==> src/verilog/tvi_pkg.sv <==
//
// Function
// adc completion is lowest in polling; polling only breaks same-level ties
// poll order: ext0, timer0, ext1, timer1, serial, adc
// priority register: one bit per source, one is high, bits 6-7 reserved
// flags sampled every cycle, polled next cycle, then long call to vector
// no call while equal or higher level routine is in progress
// call only in the final cycle of the current instruction
// after return or enable/priority write, one more instruction runs first
// blocked requests are not remembered; each poll uses last samples
// high request before sample point vectors within two cycles
// serial and adc flags stay set; ext flag cleared only in edge mode
// vectoring to a timer clears that timer overflow flag
// the call pushes the program counter, not the status word
// vectors 0003,000b,0013,001b,0023,002b in poll order
// interrupt return ends the in-progress level, then pops the counter
// plain subroutine return leaves the in-progress level set
// trigger select 0: low pin requests; 1: high then low sets flag
// source holds a pin level at least 12 oscillator periods
// edge source holds high one cycle, then low one cycle
// level source holds low until call, releases before routine ends
// a detected falling edge sets the flag until software or hardware clears
// the call takes two cycles; three cycles at least to first instruction
// single source response above 3 and below 9 cycles
// enable register: per-source bits plus global bit that gates all
// in-progress tracked per level; return clears highest active level
//
package tvi_pkg;

   // ****************************************************************
   // register addresses and reset values
   // ****************************************************************
   localparam logic [7:0] PRIO_ADDR = 8'hB8;
   localparam logic [7:0] EN_ADDR = 8'hA8;
   localparam logic [7:0] TCTL_ADDR = 8'h88;
   localparam logic [7:0] PRIO_RST = 8'h00;
   localparam logic [7:0] EN_RST = 8'h00;
   localparam logic [7:0] TCTL_RST = 8'h00;
   localparam logic [7:0] PRIO_MASK = 8'h3F;
   localparam logic [7:0] EN_MASK = 8'hDF;

   // ****************************************************************
   // field positions
   // ****************************************************************
   localparam int EN_GLOBAL = 7;
   localparam int EN_ADC = 6;
   localparam int TC_IT0 = 0;
   localparam int TC_IE0 = 1;
   localparam int TC_IT1 = 2;
   localparam int TC_IE1 = 3;
   localparam int NSRC = 6;

   // ****************************************************************
   // source indices in polling order
   // ****************************************************************
   localparam logic [2:0] SRC_EXT0 = 3'h0;
   localparam logic [2:0] SRC_TMR0 = 3'h1;
   localparam logic [2:0] SRC_EXT1 = 3'h2;
   localparam logic [2:0] SRC_TMR1 = 3'h3;
   localparam logic [2:0] SRC_SER = 3'h4;
   localparam logic [2:0] SRC_ADC = 3'h5;

   // ****************************************************************
   // call sequencer states
   // ****************************************************************
   typedef enum logic [2:0] {
      ST_IDLE = 3'b001,
      ST_CALL1 = 3'b010,
      ST_CALL2 = 3'b100
   } tvi_call_e;

   // vector address of a source
   function automatic logic [15:0] vec_of(input logic [2:0] src);
      case (src)
         SRC_EXT0: vec_of = 16'h0003;
         SRC_TMR0: vec_of = 16'h000B;
         SRC_EXT1: vec_of = 16'h0013;
         SRC_TMR1: vec_of = 16'h001B;
         SRC_SER: vec_of = 16'h0023;
         default: vec_of = 16'h002B;
      endcase
   endfunction

   // per-source enables in polling order
   function automatic logic [5:0] en_vec(input logic [7:0] ie);
      en_vec = {ie[EN_ADC], ie[4:0]};
   endfunction

endpackage

==> src/verilog/tvi_ext_detect.sv <==
`timescale 1ns/1ns
`default_nettype none
module tvi_ext_detect (
   input wire logic clk,
   input wire logic rst_n,
   input wire logic pin_n,
   output logic low_level,
   output logic fall
);

   logic s1_r, s2_r, s3_r, st_r;
   logic s1_nxt, s2_nxt, s3_nxt, st_nxt;
   logic agree;

   // three-stage sync; stable level moves once stages two and three agree
   always_comb begin
      s1_nxt = pin_n;
      s2_nxt = s1_r;
      s3_nxt = s2_r;
      agree = (s2_r == s3_r);
      st_nxt = agree ? s2_r : st_r;
      fall = agree & ~s2_r & st_r;
   end

   always_ff @(posedge clk) begin
      if (!rst_n) begin
         s1_r <= 1'b1;
         s2_r <= 1'b1;
         s3_r <= 1'b1;
         st_r <= 1'b1;
      end else begin
         s1_r <= s1_nxt;
         s2_r <= s2_nxt;
         s3_r <= s3_nxt;
         st_r <= st_nxt;
      end
   end

   assign low_level = ~st_r;

endmodule // tvi_ext_detect
`default_nettype wire

==> src/verilog/tvi_irq_ctrl.sv <==
`timescale 1ns/1ns
`default_nettype none
module tvi_irq_ctrl (
   input wire logic clk,
   input wire logic rst_n,
   input wire logic ext0_irq_pin_n,
   input wire logic ext1_irq_pin_n,
   input wire logic timer0_overflow_flag,
   input wire logic timer1_overflow_flag,
   input wire logic serial_rx_done_flag,
   input wire logic serial_tx_done_flag,
   input wire logic adc_done_flag,
   input wire logic cpu_instr_last,
   input wire logic cpu_interrupt_exit_op,
   input wire logic [7:0] sfr_addr,
   input wire logic sfr_wr,
   input wire logic [7:0] sfr_wdata,
   output logic [7:0] sfr_rdata,
   output logic long_call_op_active,
   output logic pc_push,
   output logic [15:0] long_call_op_vector,
   output logic timer0_flag_clr,
   output logic timer1_flag_clr,
   output logic level_hi_busy,
   output logic level_lo_busy
);

   // ****************************************************************
   // declarations
   // ****************************************************************
   logic [7:0] ip_r, ip_nxt, ie_r, ie_nxt;
   logic it0_r, it0_nxt, it1_r, it1_nxt;
   logic e0_flag_r, e0_flag_nxt, e1_flag_r, e1_flag_nxt;
   logic [5:0] samp_r, samp_nxt, raw_req, poll_req;
   logic [7:0] rdata_r, rdata_nxt;
   logic wr_ip, wr_ie, wr_tc, rt_event;
   logic blk_r, blk_nxt;
   logic hi_r, hi_nxt, lo_r, lo_nxt;
   logic pick_any, pick_hi, lvl_block, call_start;
   logic [2:0] pick_idx;
   tvi_pkg::tvi_call_e st_r, st_nxt;
   logic [15:0] vec_r, vec_nxt;
   logic t0c_r, t0c_nxt, t1c_r, t1c_nxt;
   logic low0, fall0, low1, fall1;

   // next value of an external request flag
   function automatic logic ext_nxt(input logic flag, input logic edge_md,
         input logic fall, input logic low, input logic wr,
         input logic wbit, input logic hw_clr);
      if (edge_md) begin
         // set wins over any clear in the same cycle
         ext_nxt = fall | (wr & wbit) | (flag & ~(wr & ~wbit) & ~hw_clr);
      end else begin
         ext_nxt = low;
      end
   endfunction

   // ****************************************************************
   // external pin detectors
   // ****************************************************************
   tvi_ext_detect u_det0 (
      .clk(clk),
      .rst_n(rst_n),
      .pin_n(ext0_irq_pin_n),
      .low_level(low0),
      .fall(fall0)
   );

   tvi_ext_detect u_det1 (
      .clk(clk),
      .rst_n(rst_n),
      .pin_n(ext1_irq_pin_n),
      .low_level(low1),
      .fall(fall1)
   );

   // ****************************************************************
   // register file
   // ****************************************************************
   // write decode and storage; enable and priority writes hold off calls
   always_comb begin
      wr_ip = sfr_wr && (sfr_addr == tvi_pkg::PRIO_ADDR);
      wr_ie = sfr_wr && (sfr_addr == tvi_pkg::EN_ADDR);
      wr_tc = sfr_wr && (sfr_addr == tvi_pkg::TCTL_ADDR);
      ip_nxt = wr_ip ? (sfr_wdata & tvi_pkg::PRIO_MASK) : ip_r;
      ie_nxt = wr_ie ? (sfr_wdata & tvi_pkg::EN_MASK) : ie_r;
      it0_nxt = wr_tc ? sfr_wdata[tvi_pkg::TC_IT0] : it0_r;
      it1_nxt = wr_tc ? sfr_wdata[tvi_pkg::TC_IT1] : it1_r;
      case (sfr_addr)
         tvi_pkg::PRIO_ADDR: rdata_nxt = ip_r;
         tvi_pkg::EN_ADDR: rdata_nxt = ie_r;
         tvi_pkg::TCTL_ADDR: rdata_nxt = {4'h0, e1_flag_r, it1_r,
                                          e0_flag_r, it0_r};
         default: rdata_nxt = 8'h00;
      endcase
   end

   always_ff @(posedge clk) begin
      if (!rst_n) begin
         ip_r <= tvi_pkg::PRIO_RST;
         ie_r <= tvi_pkg::EN_RST;
         it0_r <= tvi_pkg::TCTL_RST[tvi_pkg::TC_IT0];
         it1_r <= tvi_pkg::TCTL_RST[tvi_pkg::TC_IT1];
         rdata_r <= 8'h00;
      end else begin
         ip_r <= ip_nxt;
         ie_r <= ie_nxt;
         it0_r <= it0_nxt;
         it1_r <= it1_nxt;
         rdata_r <= rdata_nxt;
      end
   end

   assign sfr_rdata = rdata_r;

   // ****************************************************************
   // request flags and sampling
   // ****************************************************************
   // edge flags latch falls; level flags follow the pin
   always_comb begin
      e0_flag_nxt = ext_nxt(e0_flag_r, it0_r, fall0, low0, wr_tc,
         sfr_wdata[tvi_pkg::TC_IE0],
         call_start && pick_idx == tvi_pkg::SRC_EXT0);
      e1_flag_nxt = ext_nxt(e1_flag_r, it1_r, fall1, low1, wr_tc,
         sfr_wdata[tvi_pkg::TC_IE1],
         call_start && pick_idx == tvi_pkg::SRC_EXT1);
      raw_req = {adc_done_flag, serial_rx_done_flag | serial_tx_done_flag,
                 timer1_overflow_flag, e1_flag_r, timer0_overflow_flag,
                 e0_flag_r};
      samp_nxt = raw_req;
   end

   always_ff @(posedge clk) begin
      if (!rst_n) begin
         e0_flag_r <= 1'b0;
         e1_flag_r <= 1'b0;
         samp_r <= 6'h00;
      end else begin
         e0_flag_r <= e0_flag_nxt;
         e1_flag_r <= e1_flag_nxt;
         samp_r <= samp_nxt;
      end
   end

   // ****************************************************************
   // polling and blocking
   // ****************************************************************
   // only last cycle's samples are polled, nothing blocked is kept
   assign poll_req = samp_r & tvi_pkg::en_vec(ie_r)
                     & {tvi_pkg::NSRC{ie_r[tvi_pkg::EN_GLOBAL]}};

   tvi_prio_pick u_pick (
      .req(poll_req),
      .hi(ip_r[5:0]),
      .any(pick_any),
      .idx(pick_idx),
      .is_hi(pick_hi)
   );

   // blocking: level in progress, not last cycle, return or ie/ip write
   always_comb begin
      rt_event = cpu_interrupt_exit_op | wr_ie | wr_ip;
      blk_nxt = (rt_event | blk_r) & ~cpu_instr_last;
      lvl_block = pick_hi ? hi_r : (hi_r | lo_r);
      call_start = (st_r == tvi_pkg::ST_IDLE) && pick_any && !lvl_block
                   && cpu_instr_last && !rt_event && !blk_r;
   end

   always_ff @(posedge clk) begin
      if (!rst_n) begin
         blk_r <= 1'b0;
      end else begin
         blk_r <= blk_nxt;
      end
   end

   // ****************************************************************
   // in-progress levels
   // ****************************************************************
   // return clears the highest active level; plain return is not seen
   always_comb begin
      hi_nxt = (hi_r & ~cpu_interrupt_exit_op) | (call_start & pick_hi);
      lo_nxt = (lo_r & ~(cpu_interrupt_exit_op & ~hi_r))
               | (call_start & ~pick_hi);
   end

   always_ff @(posedge clk) begin
      if (!rst_n) begin
         hi_r <= 1'b0;
         lo_r <= 1'b0;
      end else begin
         hi_r <= hi_nxt;
         lo_r <= lo_nxt;
      end
   end

   assign level_hi_busy = hi_r;
   assign level_lo_busy = lo_r;

   // ****************************************************************
   // hardware call sequencer
   // ****************************************************************
   // two call cycles; vector and timer clears captured at the poll
   always_comb begin
      st_nxt = st_r;
      vec_nxt = vec_r;
      t0c_nxt = 1'b0;
      t1c_nxt = 1'b0;
      case (st_r)
         tvi_pkg::ST_IDLE: begin
            if (call_start) begin
               st_nxt = tvi_pkg::ST_CALL1;
               vec_nxt = tvi_pkg::vec_of(pick_idx);
               t0c_nxt = (pick_idx == tvi_pkg::SRC_TMR0);
               t1c_nxt = (pick_idx == tvi_pkg::SRC_TMR1);
            end
         end
         tvi_pkg::ST_CALL1: st_nxt = tvi_pkg::ST_CALL2;
         tvi_pkg::ST_CALL2: st_nxt = tvi_pkg::ST_IDLE;
         default: st_nxt = tvi_pkg::ST_IDLE;
      endcase
   end

   always_ff @(posedge clk) begin
      if (!rst_n) begin
         st_r <= tvi_pkg::ST_IDLE;
         vec_r <= 16'h0000;
         t0c_r <= 1'b0;
         t1c_r <= 1'b0;
      end else begin
         st_r <= st_nxt;
         vec_r <= vec_nxt;
         t0c_r <= t0c_nxt;
         t1c_r <= t1c_nxt;
      end
   end

   // push of the program counter only; status word untouched
   assign pc_push = (st_r == tvi_pkg::ST_CALL1);
   assign long_call_op_active = (st_r != tvi_pkg::ST_IDLE);
   assign long_call_op_vector = vec_r;
   assign timer0_flag_clr = t0c_r;
   assign timer1_flag_clr = t1c_r;
endmodule // tvi_irq_ctrl
`default_nettype wire

==> src/verilog/tvi_prio_pick.sv <==
`timescale 1ns/1ns
`default_nettype none
module tvi_prio_pick (
   input wire logic [5:0] req,
   input wire logic [5:0] hi,
   output logic any,
   output logic [2:0] idx,
   output logic is_hi
);

   // first set bit in polling order, index 0 highest
   function automatic logic [2:0] first(input logic [5:0] v);
      first = 3'h5;
      for (int i = 5; i >= 0; i--) begin
         if (v[i]) begin
            first = 3'(i);
         end
      end
   endfunction

   logic [5:0] hreq;

   // high level beats low; fixed order only breaks ties within a level
   always_comb begin
      hreq = req & hi;
      any = |req;
      is_hi = |hreq;
      idx = is_hi ? first(hreq) : first(req);
   end

endmodule // tvi_prio_pick
`default_nettype wire
==> config.mk <==
export PLATFORM = sky130hd
export DESIGN_NAME = tvi_irq_ctrl
export DESIGN_NICKNAME = d
export VERILOG_FILES = /design/src/verilog/tvi_pkg.sv /design/src/verilog/tvi_ext_detect.sv /design/src/verilog/tvi_irq_ctrl.sv /design/src/verilog/tvi_prio_pick.sv
export SDC_FILE = /design/constraint.sdc
export NUM_CORES = 1
export LEC_CHECK = 0
export BUFFER_PORTS_ARGS = -buffer_cell sky130_fd_sc_hd__buf_4
export CAP_MARGIN = 20
export CELL_PAD_IN_SITES_DETAIL_PLACEMENT = 0
export CELL_PAD_IN_SITES_GLOBAL_PLACEMENT = 2
export CORE_ASPECT_RATIO = 0.8
export CORE_MARGIN = 5
export CORE_UTILIZATION = 29
export CTS_BUF_LIST = sky130_fd_sc_hd__clkbuf_8
export DETAILED_ROUTE_END_ITERATION = 12
export PLACE_DENSITY_LB_ADDON = 0.2
export SLEW_MARGIN = 10
export SYNTH_ARGS = -nofsm -noshare
export SYNTH_HDL_FRONTEND = slang
export SYNTH_SLANG_ARGS = --single-unit
==> constraint.sdc <==
create_clock -name clk -period 1.7 [get_ports clk]
set_input_delay 0.255 -clock clk [delete_from_list [all_inputs] [get_ports clk]]
set_output_delay 0.255 -clock clk [all_outputs]
set_load 0.03 [all_outputs]
==> impl_metrics.py, run 1 <==
metrics = {
    "synth": {
        "yosysWarnings": 0,
        "async_flop_share_pct": 0,
        "synth_area_um2": 2230,
        "synth_top_cell_by_area": "dfxtp_1",
        "synthCells": 245,
        "syn_area_per_cell_um2": 9.11,
        "ys_seq_elements": 51,
        "ys.flop_type": "dfxtp_1",
        "synth_edf_count": 0,
        "synth_top_area_share_pct": 45.8,
        "synth_top_cells_by_area": "dfxtp_1 (46%), mux2i_1 (6.3%), nor2_1 (4.2%), buf_4 (4.0%), nand2_1 (4.0%)",
        "synth.distinct_cells": 43,
        "ys_seq_area_share_pct": 45.8,
    },
    "detailed_routing": {
        "route.vias.total": 1915,
        "drtIter0Drc": 85,
        "dr.pass1.iters": 4,
        "wl_um": 6040,
        "ant_nets": 0,
        "drc_errors": 0,
        "viasPerCell": 4.54,
        "wl_per_cell_um": 14.3,
    },
    "place": {
        "dp_hpwl_um": 4650,
        "place_area_um2": 2840,
        "gp_congestion": 0.841,
        "port_buffers": 46,
        "dp_cells": 414,
        "pre_cts_ws_ps": -163,
    },
    "power": {
        "p_switching_w": 0.000508,
        "power.total_w": 0.00207,
        "power_leakage_nw": 1.28,
        "p_seq_share_pct": 59.1,
        "switching_share_pct": 24.5,
        "clockPowerShare_pct": 32.8,
        "vdd_drop_max_mv": 0.278,
        "p_comb_share_pct": 8.1,
        "intPower_w": 0.00156,
        "power.density_nw_per_um2": 700,
    },
    "worst_setup_path": {
        "cp_data_arrival_time_ps": 2050,
        "cp_cell_sequence": "or3b_4 -> or3_4 -> or3_4 -> nor4_2 -> o21a_1",
        "crit_type": "reg2reg",
        "path_max_fanout": 5,
        "slowest_delay_ps": 390,
        "worstPathRequired_ps": 1960,
        "cp-start-kind": "register",
        "rr_endpoint": "long_call_op_vector[4]",
        "crit_top_cell": "or3_4",
        "endpoint_kind": "register",
        "rrSetupSlack_ps": -90,
        "r2r-start": "st_r[1]",
        "ff2ff_path_depth": 5,
        "crit_path_top_delay_cell": "or3_4",
    },
    "clock_tree": {
        "cts_setup_buffers": 0,
        "cts_max_level": 2,
        "root_buffer": "clkbuf_8",
        "cts.clk_slew.worst_paths_ps": 100,
        "cts_buffer_depth": 2,
        "cts_made_buffers": 5,
        "cts.sinks": 51,
        "cts_tree": "built",
        "clk-insertion-delay-late_ps": 310,
    },
    "cells_and_area": {
        "seq_area_um2": 1020,
        "fillers": 787,
        "drive_above_1_share_pct": 32.2,
        "stdcell_area_um2": 2960,
        "nets": 346,
        "multiInputGateArea_um2": 1120,
        "final_cells": 422,
        "syn2layout_area_growth_pct": 32.6,
        "final_core_util_pct": 39.6,
        "diodes": 0,
    },
    "die": {
        "rows": 28,
        "dieArea_um2": 9560,
        "coreArea_um2": 7460,
        "start_util_pct": 29.9,
        "io-pin-count": 58,
        "die_w_um": 108,
        "chipHeight_um": 88.5,
    },
    "global_routing": {
        "use_met1_pct": 19.1,
        "grt_pass1_wl_um": 9580,
        "antenna_found_initial": 0,
        "grt_use_met3_pct": 3.14,
        "grt_usage_pct": 13.0,
        "grt_pass1_vias": 1903,
        "grt_max_degree": 23,
        "busiest_layer": "met2",
        "met2_usage_pct": 19.5,
        "overflow": 0,
    },
    "min_path": {
        "hp-start": "cpu_instr_last",
        "hold_end": "blk_r",
        "hp-class": "in2reg",
        "hold_depth": 2,
    },
    "sta": {
        "setup_viol": 12,
        "finalHoldViolations": 0,
        "rsz0062_at_grt": "yes",
        "maxSlewViolCount": 0,
        "fin_skew_ps": 11.7,
        "setup_ws_ps": -94.6,
        "fmax_mhz": 557,
        "period_share_pct": 106,
        "min_period_ps": 1790,
    },
    "run": {
        "max_cap_violations": 0,
    },
    "status": {
        "violations": "negative setup slack",
        "status": "finished with violations",
    },
}
## power groups by stage
stage | logic, W | registers, W | clock network (W)
after floorplan | 0.000104 | 0.00125 | 0
after global placement | 0.000167 | 0.00125 | 0
after detailed placement | 0.000167 | 0.00125 | 0
after CTS | 0.000168 | 0.00122 | 0.000711
after global routing | 0.000182 | 0.00123 | 0.000764
final | 0.000167 | 0.00122 | 0.000680
## cells in the final DEF, fill, tap and decap left out, types with 3 or more instances in the layout
master / synthesis / routed
a21oi_1: 5 / 5
mux2i_1: 14 / 14
nand3_1: 4 / 4
a31oi_1: 3 / 3
nand2_1: 24 / 24
a22oi_1: 6 / 6
nor3_1: 5 / 3
dfxtp_1: 51 / 49
and2_1: 9 / 9
conb_1: 1 / 11
nand2b_1: 4 / 4
buf_4: 12 / 72
mux2_2: 4 / 4
o21a_1: 3 / 3
o21ai_0: 10 / 6
nor4_2: 1 / 3
nor3b_1: 6 / 6
inv_1: 10 / 12
nor2_1: 25 / 24
clkbuf_8: 0 / 5
nand4_1: 10 / 10
## synthesized netlist by cell type (3+ instances only)
cell / number
a31oi_1: 3
and2_1: 9
a21oi_1: 5
mux2i_1: 14
inv_1: 10
nand4_1: 10
nor4_1: 3
o21ai_0: 10
nand3_1: 4
nor3_1: 5
clkbuf_1: 5
buf_4: 12
dfxtp_1: 51
nand2_1: 24
nor2_1: 25
nor3b_1: 6
o21a_1: 3
a22oi_1: 6
mux2_2: 4
nand2b_1: 4
## routing by layer
layer	part of all wire, %	wire length [µm]
met1	52	3120
met2	42	2510
met3	6.1	370
met4	0.63	38
met5	0	0
## logic make-up (layout without fill, tap and decap cells)
| kind of cell | Yosys count | in the layout | share of synthesized area (%) |
|---|---|---|---|
| AND/OR/NAND/NOR | 108 | 108 | 26.8 |
| flip-flops | 51 | 51 | 45.8 |
| AO/OA/AOI/OAI | 36 | 36 | 10.7 |
| buffers and inverters | 29 | 91 | 7.24 |
| multiplexers | 18 | 18 | 8.30 |
| adder cells (fa/ha/maj) | 2 | 2 | 1.12 |
| other | 1 | 11 | 0.168 |
## final cells by class
type	instances	share of cell area [%]
sequential	51	34.6
clock inverter	3	0.423
clock buffer	5	2.33
timing repair buffer	73	19.0
multi-input combinational	175	38.0
tap	105	4.44
inverter	10	1.27
## sequential cells by signal, indices dropped and copies added (netlist names), 3 cells and up
signal / count
ie_r: 7
ip_r: 6
samp_r: 6
long_call_op_vector: 4
st_r: 3
sfr_rdata: 8
## timing repair
item                       4_1_cts  5_1_grt
setup endpoints to repair       12       12
hold endpoints to repair         0        0
pin swaps                        5        2
hold buffers                     0        0
resized for setup                9        5
## worst max-delay path by stage
stage                     start                     end  slack [ps]  depth (start not counted)
detailed placement  sfr_addr[6]                 ie_r[3]        -160                          7
global placement    sfr_addr[6]                 ie_r[1]        -140                          7
floorplan               st_r[0]  long_call_op_vector[4]        -160                          5
global route            st_r[1]  long_call_op_vector[5]        -180                          6
CTS                     st_r[1]  long_call_op_vector[4]         -90                          5
finish                  st_r[1]  long_call_op_vector[4]         -90                          5
## stage by stage
step	setup TNS (ps)	hold slack, ps
floorplan	-778	331
global placement	-2260	391
detailed placement	-2170	394
CTS	-586	115
global route	-1760	99.2
finish	-672	111
## worst max-delay path, delay by kind of cell, from the launching register on
family	cells	cell delay, ps
simple gates	4	1280
compound gates	1	140
flops	1	330
(Power assumes the default switching activity.)
==> run 2, diff against run 1 <==
--- a/config.mk
+++ b/config.mk
@@ -9,7 +9,7 @@
 export CAP_MARGIN = 20
 export CELL_PAD_IN_SITES_DETAIL_PLACEMENT = 0
 export CELL_PAD_IN_SITES_GLOBAL_PLACEMENT = 2
-export CORE_ASPECT_RATIO = 0.8
+export CORE_ASPECT_RATIO = 0.6
 export CORE_MARGIN = 5
 export CORE_UTILIZATION = 29
 export CTS_BUF_LIST = sky130_fd_sc_hd__clkbuf_8
==> impl_metrics.py, run 2 (synthesized netlist as in run 1, its figures left out) <==
metrics = {
    "status": {
        "status": "finished with violations",
        "violations": "negative setup slack",
    },
    "detailed_routing": {
        "wl_per_cell_um": 14.6,
        "route.vias.total": 1924,
        "wl_um": 6220,
        "ant_nets": 0,
        "drc_errors": 0,
        "drtIter0Drc": 51,
        "viasPerCell": 4.52,
        "dr.pass1.iters": 4,
    },
    "cells_and_area": {
        "syn2layout_area_growth_pct": 36.3,
        "largest_reg_flops": 8,
        "fillers": 783,
        "final_cell_mix": "buf_4 (78), dfxtp_1 (49), nand2_1 (24), nor2_1 (24), mux2i_1 (14)",
        "drive_above_1_share_pct": 34.2,
        "nets": 352,
        "final_common_cell": "buf_4",
        "diodes": 0,
    },
    "global_routing": {
        "antenna_found_initial": 0,
        "overflow": 0,
        "grt_pass1_vias": 1920,
        "grt_pass1_wl_um": 9820,
        "grt_usage_pct": 13.5,
        "grt_max_degree": 17,
    },
    "sta": {
        "fin_skew_ps": 15.1,
        "period_share_pct": 106,
        "maxSlewViolCount": 0,
        "finalSetupTns_ps": -660,
        "rsz0062_at_grt": "yes",
        "setup_ws_ps": -105,
        "min_period_ps": 1800,
        "setup_viol": 10,
        "finalHoldViolations": 0,
        "fmax_mhz": 554,
    },
    "worst_setup_path": {
        "crit_type": "reg2reg",
        "r2r-start": "st_r[1]",
        "cp_data_arrival_time_ps": 1990,
        "rrSetupSlack_ps": -100,
        "rr_endpoint": "long_call_op_vector[3]",
        "ff2ff_path_depth": 5,
        "endpoint_kind": "register",
        "path_max_fanout": 5,
        "worstPathRequired_ps": 1890,
        "cp-start-kind": "register",
    },
    "power": {
        "switching_share_pct": 22.9,
        "p_switching_w": 0.000508,
        "p_comb_share_pct": 7.4,
        "vdd_drop_max_mv": 0.321,
        "power.total_w": 0.00222,
        "power.density_nw_per_um2": 728,
        "p_seq_share_pct": 55.2,
        "intPower_w": 0.00171,
        "clockPowerShare_pct": 37.4,
        "power_leakage_nw": 1.31,
    },
    "min_path": {
        "hp-class": "in2reg",
        "hold_depth": 2,
        "hp-start": "cpu_instr_last",
        "hold_end": "blk_r",
    },
    "die": {
        "dieArea_um2": 9600,
        "die_w_um": 123,
        "io-pin-count": 58,
        "coreArea_um2": 7390,
        "start_util_pct": 30.2,
        "rows": 24,
        "chipHeight_um": 77.9,
    },
    "clock_tree": {
        "cts.sinks": 51,
        "clk-insertion-delay-late_ps": 310,
        "cts_made_buffers": 5,
        "cts_buffer_depth": 2,
        "cts_tree": "built",
        "root_buffer": "clkbuf_8",
        "cts.clk_slew.worst_paths_ps": 90,
        "cts_max_level": 2,
    },
    "place": {
        "gp_congestion": 0.858,
        "port_buffers": 46,
        "dp_hpwl_um": 4930,
    },
    "run": {
        "max_cap_violations": 0,
    },
}
-- run 2: routing by layer --
layer | global-route usage [%] | up-vias | part of all wire, %
met4 | 3.98 | 0 | 1.2
met3 | 3.71 | 8 | 5.2
met2 | 17.9 | 42 | 38
li1 | - | 993 | -
met1 | 20.7 | 881 | 55
met5 | 0 | - | 0
-- run 2: worst max-delay path by stage --
stage / depth (start not counted) / to / slack (ps) / startpoint
final: 5 / long_call_op_vector[3] / -100 / st_r[1]
after global routing: 5 / long_call_op_vector[4] / -160 / st_r[0]
after CTS: 5 / long_call_op_vector[4] / -90 / st_r[1]
after detailed placement: 7 / ie_r[2] / -180 / sfr_addr[6]
after global placement: 7 / ie_r[7] / -170 / sfr_addr[6]
after floorplan: 5 / long_call_op_vector[4] / -160 / st_r[0]
-- run 2: worst max-delay path, cell delays in order (launching register included) --
cell	delay [ps]
dfxtp_1	320
or3b_4	390
or3_4	370
or3_4	400
o21ai_1	140
a21oi_1	70
-- run 2: metrics by stage --
step                      instance area [µm²]  hold slack (ps)  std cells  setup WS (ps)  utilization [%]
after floorplan                          2270              331        255           -163                -
after global placement                   2870              396        418           -165             38.9
after detailed placement                 2870              393        418           -180             38.9
after CTS                                3010             89.1        425          -94.5             40.7
after global routing                     3040             92.6        426           -164             41.2
final                                    3040              104        426           -105             41.2
-- run 2: layout make-up --
| class | instances | area (µm²) | area share [%] |
|---|---|---|---|
| repair buffers | 79 | 606 | 19.9 |
| clock buffers | 5 | 68.8 | 2.26 |
| multi-input cells | 175 | 1140 | 37.6 |
| inverters | 10 | 37.5 | 1.23 |
| well taps | 104 | 130 | 4.28 |
| clock inverters | 2 | 33.8 | 1.11 |
| flip-flops and latches | 51 | 1020 | 33.6 |
-- run 2: power groups by stage --
| stage | Clock [W] | Sequential (W) | Combinational [W] |
|---|---|---|---|
| floorplan | 0 | 0.00125 | 0.000104 |
| global placement | 0 | 0.00125 | 0.000161 |
| detailed placement | 0 | 0.00125 | 0.000163 |
| CTS | 0.000864 | 0.00122 | 0.000164 |
| global route | 0.000916 | 0.00123 | 0.000181 |
| finish | 0.000828 | 0.00122 | 0.000164 |
-- run 2: what timing repair did --
action	CTS	global route
gates resized for setup	10	6
cloned	0	0
hold buffers	0	0
endpoints found under the setup margin	12	12
pin swaps	3	1
buffers inserted	0	1
==> run 3, diff against run 2 <==
--- a/config.mk
+++ b/config.mk
@@ -10,11 +10,11 @@
 export CELL_PAD_IN_SITES_DETAIL_PLACEMENT = 0
 export CELL_PAD_IN_SITES_GLOBAL_PLACEMENT = 2
 export CORE_ASPECT_RATIO = 0.6
-export CORE_MARGIN = 5
 export CORE_UTILIZATION = 29
 export CTS_BUF_LIST = sky130_fd_sc_hd__clkbuf_8
 export DETAILED_ROUTE_END_ITERATION = 12
 export PLACE_DENSITY_LB_ADDON = 0.2
+export SKIP_LAST_GASP = 1
 export SLEW_MARGIN = 10
 export SYNTH_ARGS = -nofsm -noshare
 export SYNTH_HDL_FRONTEND = slang
==> impl_metrics.py, run 3 (synthesized netlist as in run 1, its figures left out) <==
metrics = {
    "sta": {
        "setup_ws_ps": -128,
        "fmax_mhz": 547,
        "rsz0062_at_grt": "yes",
        "fin_skew_ps": 10.5,
        "maxSlewViolCount": 0,
        "setup_viol": 12,
        "period_share_pct": 108,
        "finalHoldViolations": 0,
        "min_period_ps": 1830,
    },
    "worst_setup_path": {
        "slowest_delay_ps": 390,
        "worstPathRequired_ps": 1890,
        "crit_type": "reg2reg",
        "crit_path_top_delay_cell": "or3b_4",
        "endpoint_kind": "register",
        "cp_data_arrival_time_ps": 2010,
        "ff2ff_path_depth": 5,
        "crit_top_cell": "or3_4",
        "path_max_fanout": 5,
        "cp-start-kind": "register",
        "cp_cell_sequence": "or3b_4 -> or3_4 -> or3_4 -> o21ai_1 -> a21oi_1",
    },
    "die": {
        "dieArea_um2": 8060,
        "die_w_um": 115,
        "coreArea_um2": 7360,
        "rows": 24,
        "chipHeight_um": 69.9,
        "start_util_pct": 30.3,
        "io-pin-count": 58,
    },
    "detailed_routing": {
        "wl_um": 5820,
        "route.vias.total": 1922,
        "drc_errors": 0,
        "dr.pass1.iters": 4,
        "wl_per_cell_um": 13.9,
        "viasPerCell": 4.59,
        "drtIter0Drc": 88,
        "ant_nets": 0,
    },
    "place": {
        "place_area_um2": 2820,
        "dp_hpwl_um": 4580,
        "pre_cts_ws_ps": -151,
        "dp_cells": 411,
        "port_buffers": 46,
        "gp_congestion": 0.801,
    },
    "run": {
        "max_cap_violations": 0,
    },
    "cells_and_area": {
        "final_cells": 419,
        "syn2layout_area_growth_pct": 32.2,
        "final_common_cell": "buf_4",
        "final_cell_mix": "buf_4 (70), dfxtp_1 (49), nand2_1 (24), nor2_1 (24), mux2i_1 (14)",
        "drive_above_1_share_pct": 32.1,
        "largest_reg_flops": 8,
        "stdcell_area_um2": 2950,
        "final_core_util_pct": 40.1,
        "nets": 344,
        "diodes": 0,
    },
    "clock_tree": {
        "cts_setup_buffers": 0,
        "clk-insertion-delay-late_ps": 310,
        "cts_made_buffers": 5,
        "cts_buffer_depth": 2,
        "cts.sinks": 51,
        "root_buffer": "clkbuf_8",
        "cts.clk_slew.worst_paths_ps": 100,
        "cts_tree": "built",
        "cts_max_level": 2,
    },
    "power": {
        "power.density_nw_per_um2": 702,
        "power_leakage_nw": 1.26,
        "vdd_drop_max_mv": 0.401,
    },
    "status": {
        "violations": "negative setup slack",
        "status": "finished with violations",
    },
    "global_routing": {
        "grt_max_degree": 23,
        "grt_usage_pct": 15.4,
        "antenna_found_initial": 0,
        "grt_pass1_vias": 1811,
        "grt_pass1_wl_um": 9250,
        "overflow": 0,
    },
    "min_path": {
        "hold_depth": 2,
        "hp-class": "in2reg",
    },
}
run 3: worst paths after layout:
| kind | slack, ps | startpoint | end |
|---|---|---|---|
| max | -130 | st_r[1] | long_call_op_vector[3] |
| min | 120 | cpu_instr_last | blk_r |
| max reg2reg | -130 | st_r[1] | long_call_op_vector[3] |
| min reg2reg | 420 | u_det0.s1_r | u_det0.s2_r |
run 3: through the flow:
step	hold WS, ps	setup TNS [ps]	power (W)
after floorplan	331	-778	0.00135
after global placement	392	-2330	0.00141
after detailed placement	396	-2150	0.00141
after CTS	108	-846	0.00211
after global routing	112	-1770	0.00217
final	115	-889	0.00207
run 3: metal layers:
| metal | track usage (%) | up-vias | wire (µm) |
|---|---|---|---|
| met3 | 4.17 | 4 | 284 |
| met2 | 20.9 | 33 | 2280 |
| met1 | 23.6 | 904 | 3230 |
| met4 | 3.46 | 0 | 34 |
| met5 | 0 | - | 0 |
| li1 | - | 981 | - |
run 3: area by class of cell:
cell class	instances	area, µm²
sequential	51	1020
inverter	10	37.5
timing repair buffer	71	546
clock inverter	3	16.3
clock buffer	5	68.8
multi-input combinational	175	1130
tap	104	130
fill	786	4410
run 3: power by group:
group          leakage, nW  total [W]  switching, W  internal (W)
combinational        0.803   0.000160     0.0000934     0.0000666
clock               0.0453   0.000687      0.000404      0.000283
sequential           0.415    0.00122     0.0000116       0.00121
run 3: critical path: cells and delay by family, from the launching register on:
family / cells / cell delay (ps)
AO/OA/AOI/OAI: 2 / 230
flip-flops: 1 / 330
AND/OR/NAND/NOR: 3 / 1150
run 3: repair_timing:
action / CTS / global route
hold buffers: 0 / 0
endpoints found under the setup margin: 12 / 12
pin swaps: 3 / 2
gates resized for setup: 9 / 5
